[src/verilog/lbw_pkg.sv]
package lbw_pkg;
    // register indices on the plain port
    localparam logic [2:0]  ADDR_CTRL   = 3'h0;
    localparam logic [2:0]  ADDR_STAT   = 3'h1;
    localparam logic [2:0]  ADDR_TXD    = 3'h2;
    localparam logic [2:0]  ADDR_RXD    = 3'h3;
    localparam logic [2:0]  ADDR_BAUD   = 3'h4;
    // status bit positions
    localparam int          ST_RXRDY    = 0;
    localparam int          ST_FRAMING_ERROR_FLAG     = 1;
    localparam int          ST_TXRDY    = 2;
    localparam int          ST_TX_SHIFT_EMPTY     = 3;
    localparam int          ST_RXIDLE   = 4;
    // reset values
    localparam logic [4:0]  CTRL_RST    = 5'h10;
    localparam logic [15:0] BAUD_RST    = 16'h0364;
    // data bits per frame, and the byte a break sends
    localparam logic [3:0]  BRK_BITS    = 4'hc;
    localparam logic [3:0]  DATA_BITS   = 4'h8;
    localparam logic [7:0]  BRK_DATA    = 8'h00;

    typedef struct packed {
        logic async_mode;
        logic autobaud_arm;
        logic wake_arm;
        logic send_break_bit;
        logic tx_enable_bit;
    } lbw_ctrl_t;

    typedef enum {TX_IDLE, TX_START, TX_DATA, TX_STOP} lbw_tx_t;
    typedef enum {RX_IDLE, RX_START, RX_DATA, RX_STOP} lbw_rx_t;
endpackage : lbw_pkg

[src/verilog/lbw_top.sv]
// Functional notes
// remote wake character all zeros, ten bits
// non-zero character's first low is wake
// wake event sets receive-ready flag
// rising receive edge clears wake arm
// reading receive data drops ready flag
// software checks receiver idle before arming
// receiver held idle while wake armed
// break is start, twelve zeros, stop
// break write ignores data, sends zeros
// send-break clears after stop; buffered byte follows
// shift-empty status tracks break like characters
// header is break then sync 55h
// transmit-ready rises when holding register empties
// received break: ready, framing error, 00h
// armed wake takes two edges, then byte
// remote break long enough for wakeup
// software may arm autobaud before sleep
// falling receive edge is wake event
// wake detection only in asynchronous mode
// wake plus autobaud measures following byte
// break bits use normal baud period
`timescale 1ns/1ps
module lbw_top (
    input  wire logic        clk,
    input  wire logic        rstn,
    input  wire logic [2:0]  addr,
    input  wire logic [15:0] wdata,
    input  wire logic        wr,
    input  wire logic        rd,
    output logic      [15:0] rdata,
    input  wire logic        rx_data_line,
    output logic             tx_line,
    output logic             rx_ready_flag,
    output logic             tx_ready_flag
);
    lbw_pkg::lbw_ctrl_t ctrl_r, ctrl_nxt;
    logic [15:0]        baud_r, baud_nxt, rdata_nxt;
    logic               rxrdy_nxt, framing_error_flag_r, framing_error_flag_nxt;
    logic [7:0]         rxd_r, rxd_nxt, rsh_r, rsh_nxt;
    logic               rx_prev_r, wake_seen_r, wake_seen_nxt;
    logic               ab_run_r, ab_run_nxt;
    logic [15:0]        ab_cnt_r, ab_cnt_nxt, rx_cnt_r, rx_cnt_nxt;
    logic [3:0]         rx_bits_r, rx_bits_nxt;
    lbw_pkg::lbw_rx_t   rx_st_r, rx_st_nxt;
    logic               fall, rise, rx_set, wake_ev, send_break_bit_clr;
    logic [7:0]         txh_r, txh_nxt, tsr_r, tsr_nxt;
    logic               txh_full_r, txh_full_nxt, brk_r, brk_nxt;
    logic               tx_line_nxt;
    logic [15:0]        tx_cnt_r, tx_cnt_nxt;
    logic [3:0]         tx_bits_r, tx_bits_nxt, tx_last;
    lbw_pkg::lbw_tx_t   tx_st_r, tx_st_nxt;

    assign fall = rx_prev_r & ~rx_data_line;
    assign rise = ~rx_prev_r & rx_data_line;

    // bus, wake, autobaud and receiver: next values
    always_comb begin
        ctrl_nxt      = ctrl_r;
        baud_nxt      = baud_r;
        rxrdy_nxt     = rx_ready_flag;
        framing_error_flag_nxt      = framing_error_flag_r;
        rxd_nxt       = rxd_r;
        rsh_nxt       = rsh_r;
        wake_seen_nxt = wake_seen_r;
        ab_run_nxt    = ab_run_r;
        ab_cnt_nxt    = ab_cnt_r;
        rx_cnt_nxt    = rx_cnt_r;
        rx_bits_nxt   = rx_bits_r;
        rx_st_nxt     = rx_st_r;
        rx_set        = 1'b0;
        wake_ev       = 1'b0;
        rdata_nxt     = 16'h0000;
        // software writes first; hardware clears below may override
        if (wr && addr == lbw_pkg::ADDR_CTRL) begin
            ctrl_nxt = lbw_pkg::lbw_ctrl_t'(wdata[4:0]);
        end else if (wr && addr == lbw_pkg::ADDR_BAUD) begin
            baud_nxt = wdata;
        end
        // send-break self clear
        if (send_break_bit_clr) begin
            ctrl_nxt.send_break_bit = 1'b0;
        end
        // wake watch in async mode only
        if (ctrl_r.wake_arm && ctrl_r.async_mode) begin
            // falling edge wakes
            if (fall && !wake_seen_r) begin
                wake_seen_nxt = 1'b1;
                wake_ev       = 1'b1;
            end
            // first rising edge disarms
            if (rise && wake_seen_r) begin
                ctrl_nxt.wake_arm = 1'b0;
                wake_seen_nxt     = 1'b0;
            end
        end else begin
            wake_seen_nxt = 1'b0;
        end
        // measure one low bit of the byte after the break
        if (ctrl_r.autobaud_arm && !ctrl_r.wake_arm) begin
            if (!ab_run_r && fall) begin
                ab_run_nxt = 1'b1;
                ab_cnt_nxt = 16'h0001;
            end else if (ab_run_r && rise) begin
                ab_run_nxt            = 1'b0;
                baud_nxt              = ab_cnt_r;
                ctrl_nxt.autobaud_arm = 1'b0;
                rx_set                = 1'b1;
            end else if (ab_run_r) begin
                ab_cnt_nxt = ab_cnt_r + 16'h0001;
            end
        end else begin
            ab_run_nxt = 1'b0;
        end
        // receiver parked while wake or autobaud armed
        if (ctrl_r.wake_arm || ctrl_r.autobaud_arm) begin
            rx_st_nxt = lbw_pkg::RX_IDLE;
        end else begin
            case (rx_st_r)
                lbw_pkg::RX_IDLE: begin
                    if (fall) begin
                        rx_st_nxt  = lbw_pkg::RX_START;
                        rx_cnt_nxt = {1'b0, baud_r[15:1]};
                    end
                end
                lbw_pkg::RX_START: begin
                    if (rx_cnt_r == 16'h0000) begin
                        // glitch shorter than half a bit is dropped
                        rx_st_nxt   = rx_data_line ? lbw_pkg::RX_IDLE
                                                   : lbw_pkg::RX_DATA;
                        rx_cnt_nxt  = baud_r - 16'h0001;
                        rx_bits_nxt = 4'h0;
                    end else begin
                        rx_cnt_nxt = rx_cnt_r - 16'h0001;
                    end
                end
                lbw_pkg::RX_DATA: begin
                    if (rx_cnt_r == 16'h0000) begin
                        rsh_nxt     = {rx_data_line, rsh_r[7:1]};
                        rx_cnt_nxt  = baud_r - 16'h0001;
                        rx_bits_nxt = rx_bits_r + 4'h1;
                        if (rx_bits_r == lbw_pkg::DATA_BITS - 4'h1) begin
                            rx_st_nxt = lbw_pkg::RX_STOP;
                        end
                    end else begin
                        rx_cnt_nxt = rx_cnt_r - 16'h0001;
                    end
                end
                lbw_pkg::RX_STOP: begin
                    if (rx_cnt_r == 16'h0000) begin
                        // low stop bit flags framing error
                        rxd_nxt   = rsh_r;
                        framing_error_flag_nxt  = ~rx_data_line;
                        rx_set    = 1'b1;
                        rx_st_nxt = lbw_pkg::RX_IDLE;
                    end else begin
                        rx_cnt_nxt = rx_cnt_r - 16'h0001;
                    end
                end
                default: rx_st_nxt = lbw_pkg::RX_IDLE;
            endcase
        end
        // reading data drops ready; R3 a new event wins
        if (rd && addr == lbw_pkg::ADDR_RXD) begin
            rxrdy_nxt = 1'b0;
        end
        if (rx_set || wake_ev) begin
            rxrdy_nxt = 1'b1;
        end
        // read data, registered for the cycle after the strobe
        if (rd && addr == lbw_pkg::ADDR_CTRL) begin
            rdata_nxt = {11'h000, ctrl_r};
        end else if (rd && addr == lbw_pkg::ADDR_STAT) begin
            rdata_nxt[lbw_pkg::ST_RXRDY]  = rx_ready_flag;
            rdata_nxt[lbw_pkg::ST_FRAMING_ERROR_FLAG]   = framing_error_flag_r;
            rdata_nxt[lbw_pkg::ST_TXRDY]  = tx_ready_flag;
            // same busy indication for break frames
            rdata_nxt[lbw_pkg::ST_TX_SHIFT_EMPTY]   = (tx_st_r == lbw_pkg::TX_IDLE);
            rdata_nxt[lbw_pkg::ST_RXIDLE] = (rx_st_r == lbw_pkg::RX_IDLE);
        end else if (rd && addr == lbw_pkg::ADDR_RXD) begin
            rdata_nxt = {8'h00, rxd_r};
        end else if (rd && addr == lbw_pkg::ADDR_BAUD) begin
            rdata_nxt = baud_r;
        end
    end

    always_ff @(posedge clk) begin
        if (!rstn) begin
            ctrl_r        <= lbw_pkg::CTRL_RST;
            baud_r        <= lbw_pkg::BAUD_RST;
            rx_ready_flag <= 1'b0;
            framing_error_flag_r        <= 1'b0;
            rxd_r         <= 8'h00;
            rsh_r         <= 8'h00;
            rx_prev_r     <= 1'b1;
            wake_seen_r   <= 1'b0;
            ab_run_r      <= 1'b0;
            ab_cnt_r      <= 16'h0000;
            rx_cnt_r      <= 16'h0000;
            rx_bits_r     <= 4'h0;
            rx_st_r       <= lbw_pkg::RX_IDLE;
            rdata         <= 16'h0000;
        end else begin
            ctrl_r        <= ctrl_nxt;
            baud_r        <= baud_nxt;
            rx_ready_flag <= rxrdy_nxt;
            framing_error_flag_r        <= framing_error_flag_nxt;
            rxd_r         <= rxd_nxt;
            rsh_r         <= rsh_nxt;
            rx_prev_r     <= rx_data_line;
            wake_seen_r   <= wake_seen_nxt;
            ab_run_r      <= ab_run_nxt;
            ab_cnt_r      <= ab_cnt_nxt;
            rx_cnt_r      <= rx_cnt_nxt;
            rx_bits_r     <= rx_bits_nxt;
            rx_st_r       <= rx_st_nxt;
            rdata         <= rdata_nxt;
        end
    end

    assign tx_last = brk_r ? lbw_pkg::BRK_BITS - 4'h1
                           : lbw_pkg::DATA_BITS - 4'h1;

    // transmitter: one holding byte in front of the shifter
    always_comb begin
        txh_nxt      = txh_r;
        txh_full_nxt = txh_full_r;
        tsr_nxt      = tsr_r;
        brk_nxt      = brk_r;
        tx_cnt_nxt   = tx_cnt_r;
        tx_bits_nxt  = tx_bits_r;
        tx_st_nxt    = tx_st_r;
        send_break_bit_clr    = 1'b0;
        case (tx_st_r)
            lbw_pkg::TX_IDLE: begin
                if (txh_full_r && ctrl_r.tx_enable_bit) begin
                    // break frame sends zeros, not the byte
                    brk_nxt      = ctrl_r.send_break_bit;
                    tsr_nxt      = ctrl_r.send_break_bit ? lbw_pkg::BRK_DATA
                                                         : txh_r;
                    txh_full_nxt = 1'b0;
                    tx_st_nxt    = lbw_pkg::TX_START;
                    tx_cnt_nxt   = baud_r - 16'h0001;
                end
            end
            lbw_pkg::TX_START: begin
                // every bit uses the baud divisor
                if (tx_cnt_r == 16'h0000) begin
                    tx_st_nxt   = lbw_pkg::TX_DATA;
                    tx_cnt_nxt  = baud_r - 16'h0001;
                    tx_bits_nxt = 4'h0;
                end else begin
                    tx_cnt_nxt = tx_cnt_r - 16'h0001;
                end
            end
            lbw_pkg::TX_DATA: begin
                // twelve zero bits for a break
                if (tx_cnt_r == 16'h0000) begin
                    tx_cnt_nxt  = baud_r - 16'h0001;
                    tx_bits_nxt = tx_bits_r + 4'h1;
                    tsr_nxt     = {1'b0, tsr_r[7:1]};
                    if (tx_bits_r == tx_last) begin
                        tx_st_nxt = lbw_pkg::TX_STOP;
                    end
                end else begin
                    tx_cnt_nxt = tx_cnt_r - 16'h0001;
                end
            end
            lbw_pkg::TX_STOP: begin
                if (tx_cnt_r == 16'h0000) begin
                    // clear send-break once stop bit is out
                    send_break_bit_clr = brk_r;
                    tx_st_nxt = lbw_pkg::TX_IDLE;
                end else begin
                    tx_cnt_nxt = tx_cnt_r - 16'h0001;
                end
            end
            default: tx_st_nxt = lbw_pkg::TX_IDLE;
        endcase
        // writes to a full holding register are dropped, unless it loads into the shifter in that cycle
        if (wr && addr == lbw_pkg::ADDR_TXD && ctrl_r.tx_enable_bit
            && !txh_full_nxt) begin
            txh_nxt      = wdata[7:0];
            txh_full_nxt = 1'b1;
        end
        case (tx_st_nxt)
            lbw_pkg::TX_START: tx_line_nxt = 1'b0;
            lbw_pkg::TX_DATA:  tx_line_nxt = brk_nxt ? 1'b0 : tsr_nxt[0];
            default:           tx_line_nxt = 1'b1;
        endcase
    end

    always_ff @(posedge clk) begin
        if (!rstn) begin
            txh_r         <= 8'h00;
            txh_full_r    <= 1'b0;
            tsr_r         <= 8'h00;
            brk_r         <= 1'b0;
            tx_cnt_r      <= 16'h0000;
            tx_bits_r     <= 4'h0;
            tx_st_r       <= lbw_pkg::TX_IDLE;
            tx_line       <= 1'b1;
            tx_ready_flag <= 1'b1;
        end else begin
            txh_r         <= txh_nxt;
            txh_full_r    <= txh_full_nxt;
            tsr_r         <= tsr_nxt;
            brk_r         <= brk_nxt;
            tx_cnt_r      <= tx_cnt_nxt;
            tx_bits_r     <= tx_bits_nxt;
            tx_st_r       <= tx_st_nxt;
            tx_line       <= tx_line_nxt;
            // ready mirrors an empty holding register
            tx_ready_flag <= ~txh_full_nxt;
        end
    end
endmodule : lbw_top

[config.mk]
export PLATFORM = sky130hd
export DESIGN_NAME = lbw_top
export DESIGN_NICKNAME = d
export VERILOG_FILES = /design/src/verilog/lbw_pkg.sv /design/src/verilog/lbw_top.sv
export SDC_FILE = /design/constraint.sdc
export NUM_CORES = 1
export LEC_CHECK = 0
export BUFFER_PORTS_ARGS = -buffer_cell sky130_fd_sc_hd__buf_2
export CAP_MARGIN = 30
export CORE_ASPECT_RATIO = 1.2
export CORE_UTILIZATION = 40
export CTS_BUF_LIST = sky130_fd_sc_hd__clkbuf_16
export DETAILED_ROUTE_END_ITERATION = 16
export PLACE_DENSITY = 0.62
export REMOVE_ABC_BUFFERS = 1
export SLEW_MARGIN = 20
export SYNTH_ARGS = -nofsm -noshare
export SYNTH_HDL_FRONTEND = slang
export SYNTH_SLANG_ARGS = --single-unit
[constraint.sdc]
create_clock -name clk -period 7.2 [get_ports clk]
set_clock_uncertainty 0.15 [all_clocks]
set_input_delay 1.08 -clock clk [delete_from_list [all_inputs] [get_ports clk]]
set_output_delay 1.08 -clock clk [all_outputs]
set_load 0.01 [all_outputs]
==> flow_metrics.tcl <==
set metrics [dict create \
    hp-class "reg2reg" \
    leakage_nw 3.35 \
    cts_resized 0 \
    cts_tree "built" \
    min_period_ns 3.02 \
    grt_max_degree 44 \
    drc 0 \
    setup_viol 0 \
    die_area_um2 20400 \
    total_power_mw 2.53 \
    cp_data_arrival_time_ns 3.22 \
    final_nets 1026 \
    wl_um 20800 \
    dieHeight_um 156 \
    ir_worst_vdd_v 0.000154 \
    detailedPlace.worstSlack_ns 3.89 \
    avgSynthCellArea_um2 8.44 \
    grt_usage_pct 21.2 \
    relSlewSlack_pct 38.4 \
    detail-route-antenna-nets 0 \
    cts-hold-fix-buffers 0 \
    numCtsBuffers 17 \
    worst_slew_pin_slew_ns 0.924 \
    status "finished clean" \
    yosysSeqAreaShare_pct 42.3 \
    syn_area_um2 7950 \
    antenna_found_initial 0 \
    post_cts_buffers 0 \
    yosysWarnings 0 \
    vias_per_cell 5.54 \
    synth_seq_cells 168 \
    routedWlPerCell_um 16.5 \
    ys_types 79 \
    clkLatencyLatePin_ns 0.44 \
    drt_iter0_drc 574 \
    critPathKind "reg2reg" \
    dp_hpwl_um 14900 \
    cts_root_buf "clkbuf_16" \
    clockBufferDepth 2 \
    path_max_fanout 23 \
    port_buffers 42 \
    diodes 0 \
    max_freq_mhz 331 \
    path_clk_slew_ns 0.08 \
    fin_crit_sh_pct 41.9 \
    cp-start-kind "flop" \
    critPathCaptureType "flop" \
    required_ns 7.40 \
    coreArea_um2 19500 \
    synth-edff-count 0 \
    drv_slew 0 \
    area_growth_pct 14.1 \
    async_flop_share_pct 0 \
    clock-sinks 168 \
    rows 56 \
    p_per_area_nw_per_um2 279 \
    synth_flop_cell "dfxtp_1" \
    finalHoldViolCount 0 \
    start_util_pct 40.8 \
    rsz0062_at_grt "no" \
    syn_inst 942 \
    place_inst 1232 \
    htree_levels 4 \
    num_vias 7004 \
    grt_pass1_wl_um 33400 \
    max_cap_violations 0 \
    grt_pass1_vias 6422 \
    layoutNonFillerInstCount 1264 \
    die_w_um 131 \
    place_congestion 0.925 \
    io_pins 43 \
    finalWorstSetupSlack_ns 4.18 \
    tns_ns 0 \
    first_pass_iters 5 \
    drive_gt1_share_pct 11.0 \
    gr-total-overflow 0 \
]
[path summary, 6_finish.rpt]
| kind | endpoint | slack, ns | start | depth (start not counted) |
|---|---|---|---|---|
| setup / recovery | rx_cnt_r[11] | 4.18 | rx_st_r[0] | 8 |
| hold / removal | tsr_r[6] | 0.30 | tsr_r[6] | 2 |
| setup reg to reg | rx_cnt_r[11] | 4.18 | rx_st_r[0] | 8 |
| hold reg to reg | tsr_r[6] | 0.30 | tsr_r[6] | 2 |
[report_power, final]
part	switching, mW	internal (mW)
registers	0.0577	0.972
logic	0.369	0.211
clock network	0.450	0.468
total	0.877	1.65
[flip-flops by register name (all words and copies together) (netlist names), 16 cells and up]
register  cells
baud_r       16
tx_st_r      32
rx_cnt_r     16
tx_cnt_r     16
rdata        16
ab_cnt_r     16
[layout by cell type (no fill, tap or decap), types with 25 or more instances in the layout]
cell,netlist,layout
a21oi_1,62,62
buf_2,10,42
conb_1,1,30
dfxtp_1,168,168
mux2i_1,25,25
nand2_1,117,117
nand3_1,42,42
nor2_1,88,88
nor3_1,29,29
o21ai_0,49,49
[stage by stage]
stage               utilization (%)  cell area, um2  hold WS [ns]
finish                         46.5            9070         0.305
global route                   46.5            9070         0.324
CTS                            46.5            9070         0.304
detailed placement             43.4            8460         0.293
global placement               43.3            8430         0.288
floorplan                         -            7860         0.281
[worst max-delay path: stages (launching register included)]
cell,delay [ns]
dfxtp_1,0.41
inv_1,0.10
ha_1,0.53
nand2_1,0.28
nand2_1,0.09
a211oi_2,0.54
buf_4,0.37
nand3_1,0.22
o221ai_1,0.24
[cells by family after synthesis]
group / after synthesis / share of synthesized area, %
mux: 27 / 3.43
other cells: 1 / 0.0472
buf+inv: 69 / 3.51
compound gates: 236 / 19.2
simple gates: 394 / 25.7
flops: 168 / 42.3
fa+ha+maj: 14 / 2.17
xor+xnor: 33 / 3.64
[synthesized netlist by cell type, types with 11 or more instances]
cell / count / area share, %
clkbuf_1: 35 / 1.7
xor2_1: 21 / 2.3
dfxtp_1: 168 / 42
o21ai_1: 11 / 0.69
nor4_1: 13 / 1.0
and2_1: 16 / 1.3
mux2i_1: 25 / 3.1
a211oi_1: 12 / 1.1
inv_1: 20 / 0.94
nand2_1: 117 / 5.5
nor2_1: 88 / 4.2
xnor2_1: 12 / 1.3
nor3_1: 29 / 1.8
a31oi_1: 12 / 0.94
nand4_1: 14 / 1.1
o21ai_0: 49 / 3.1
nand3_1: 42 / 2.6
ha_1: 12 / 1.9
a22oi_1: 16 / 1.5
a21oi_1: 62 / 3.9
[area by class of cell]
cell class	instances	area (um2)
Multi-Input combinational cell	734	4420
Inverter	22	82.6
Sequential cell	168	3360
Fill cell	1983	10400
Tap cell	261	327
Clock inverter	15	180
Clock buffer	17	425
Timing Repair Buffer	47	268
[metal layers]
metal  GRT usage [%]  up-vias  share of wire (%)
li1                -     3495                  -
met1            28.6     3290                 47
met2            32.9      172                 46
met3            3.49       47                4.1
met4            9.58        0                3.2
met5               0        -                  0
No activity file was read; power rests on OpenSTA's default activity.
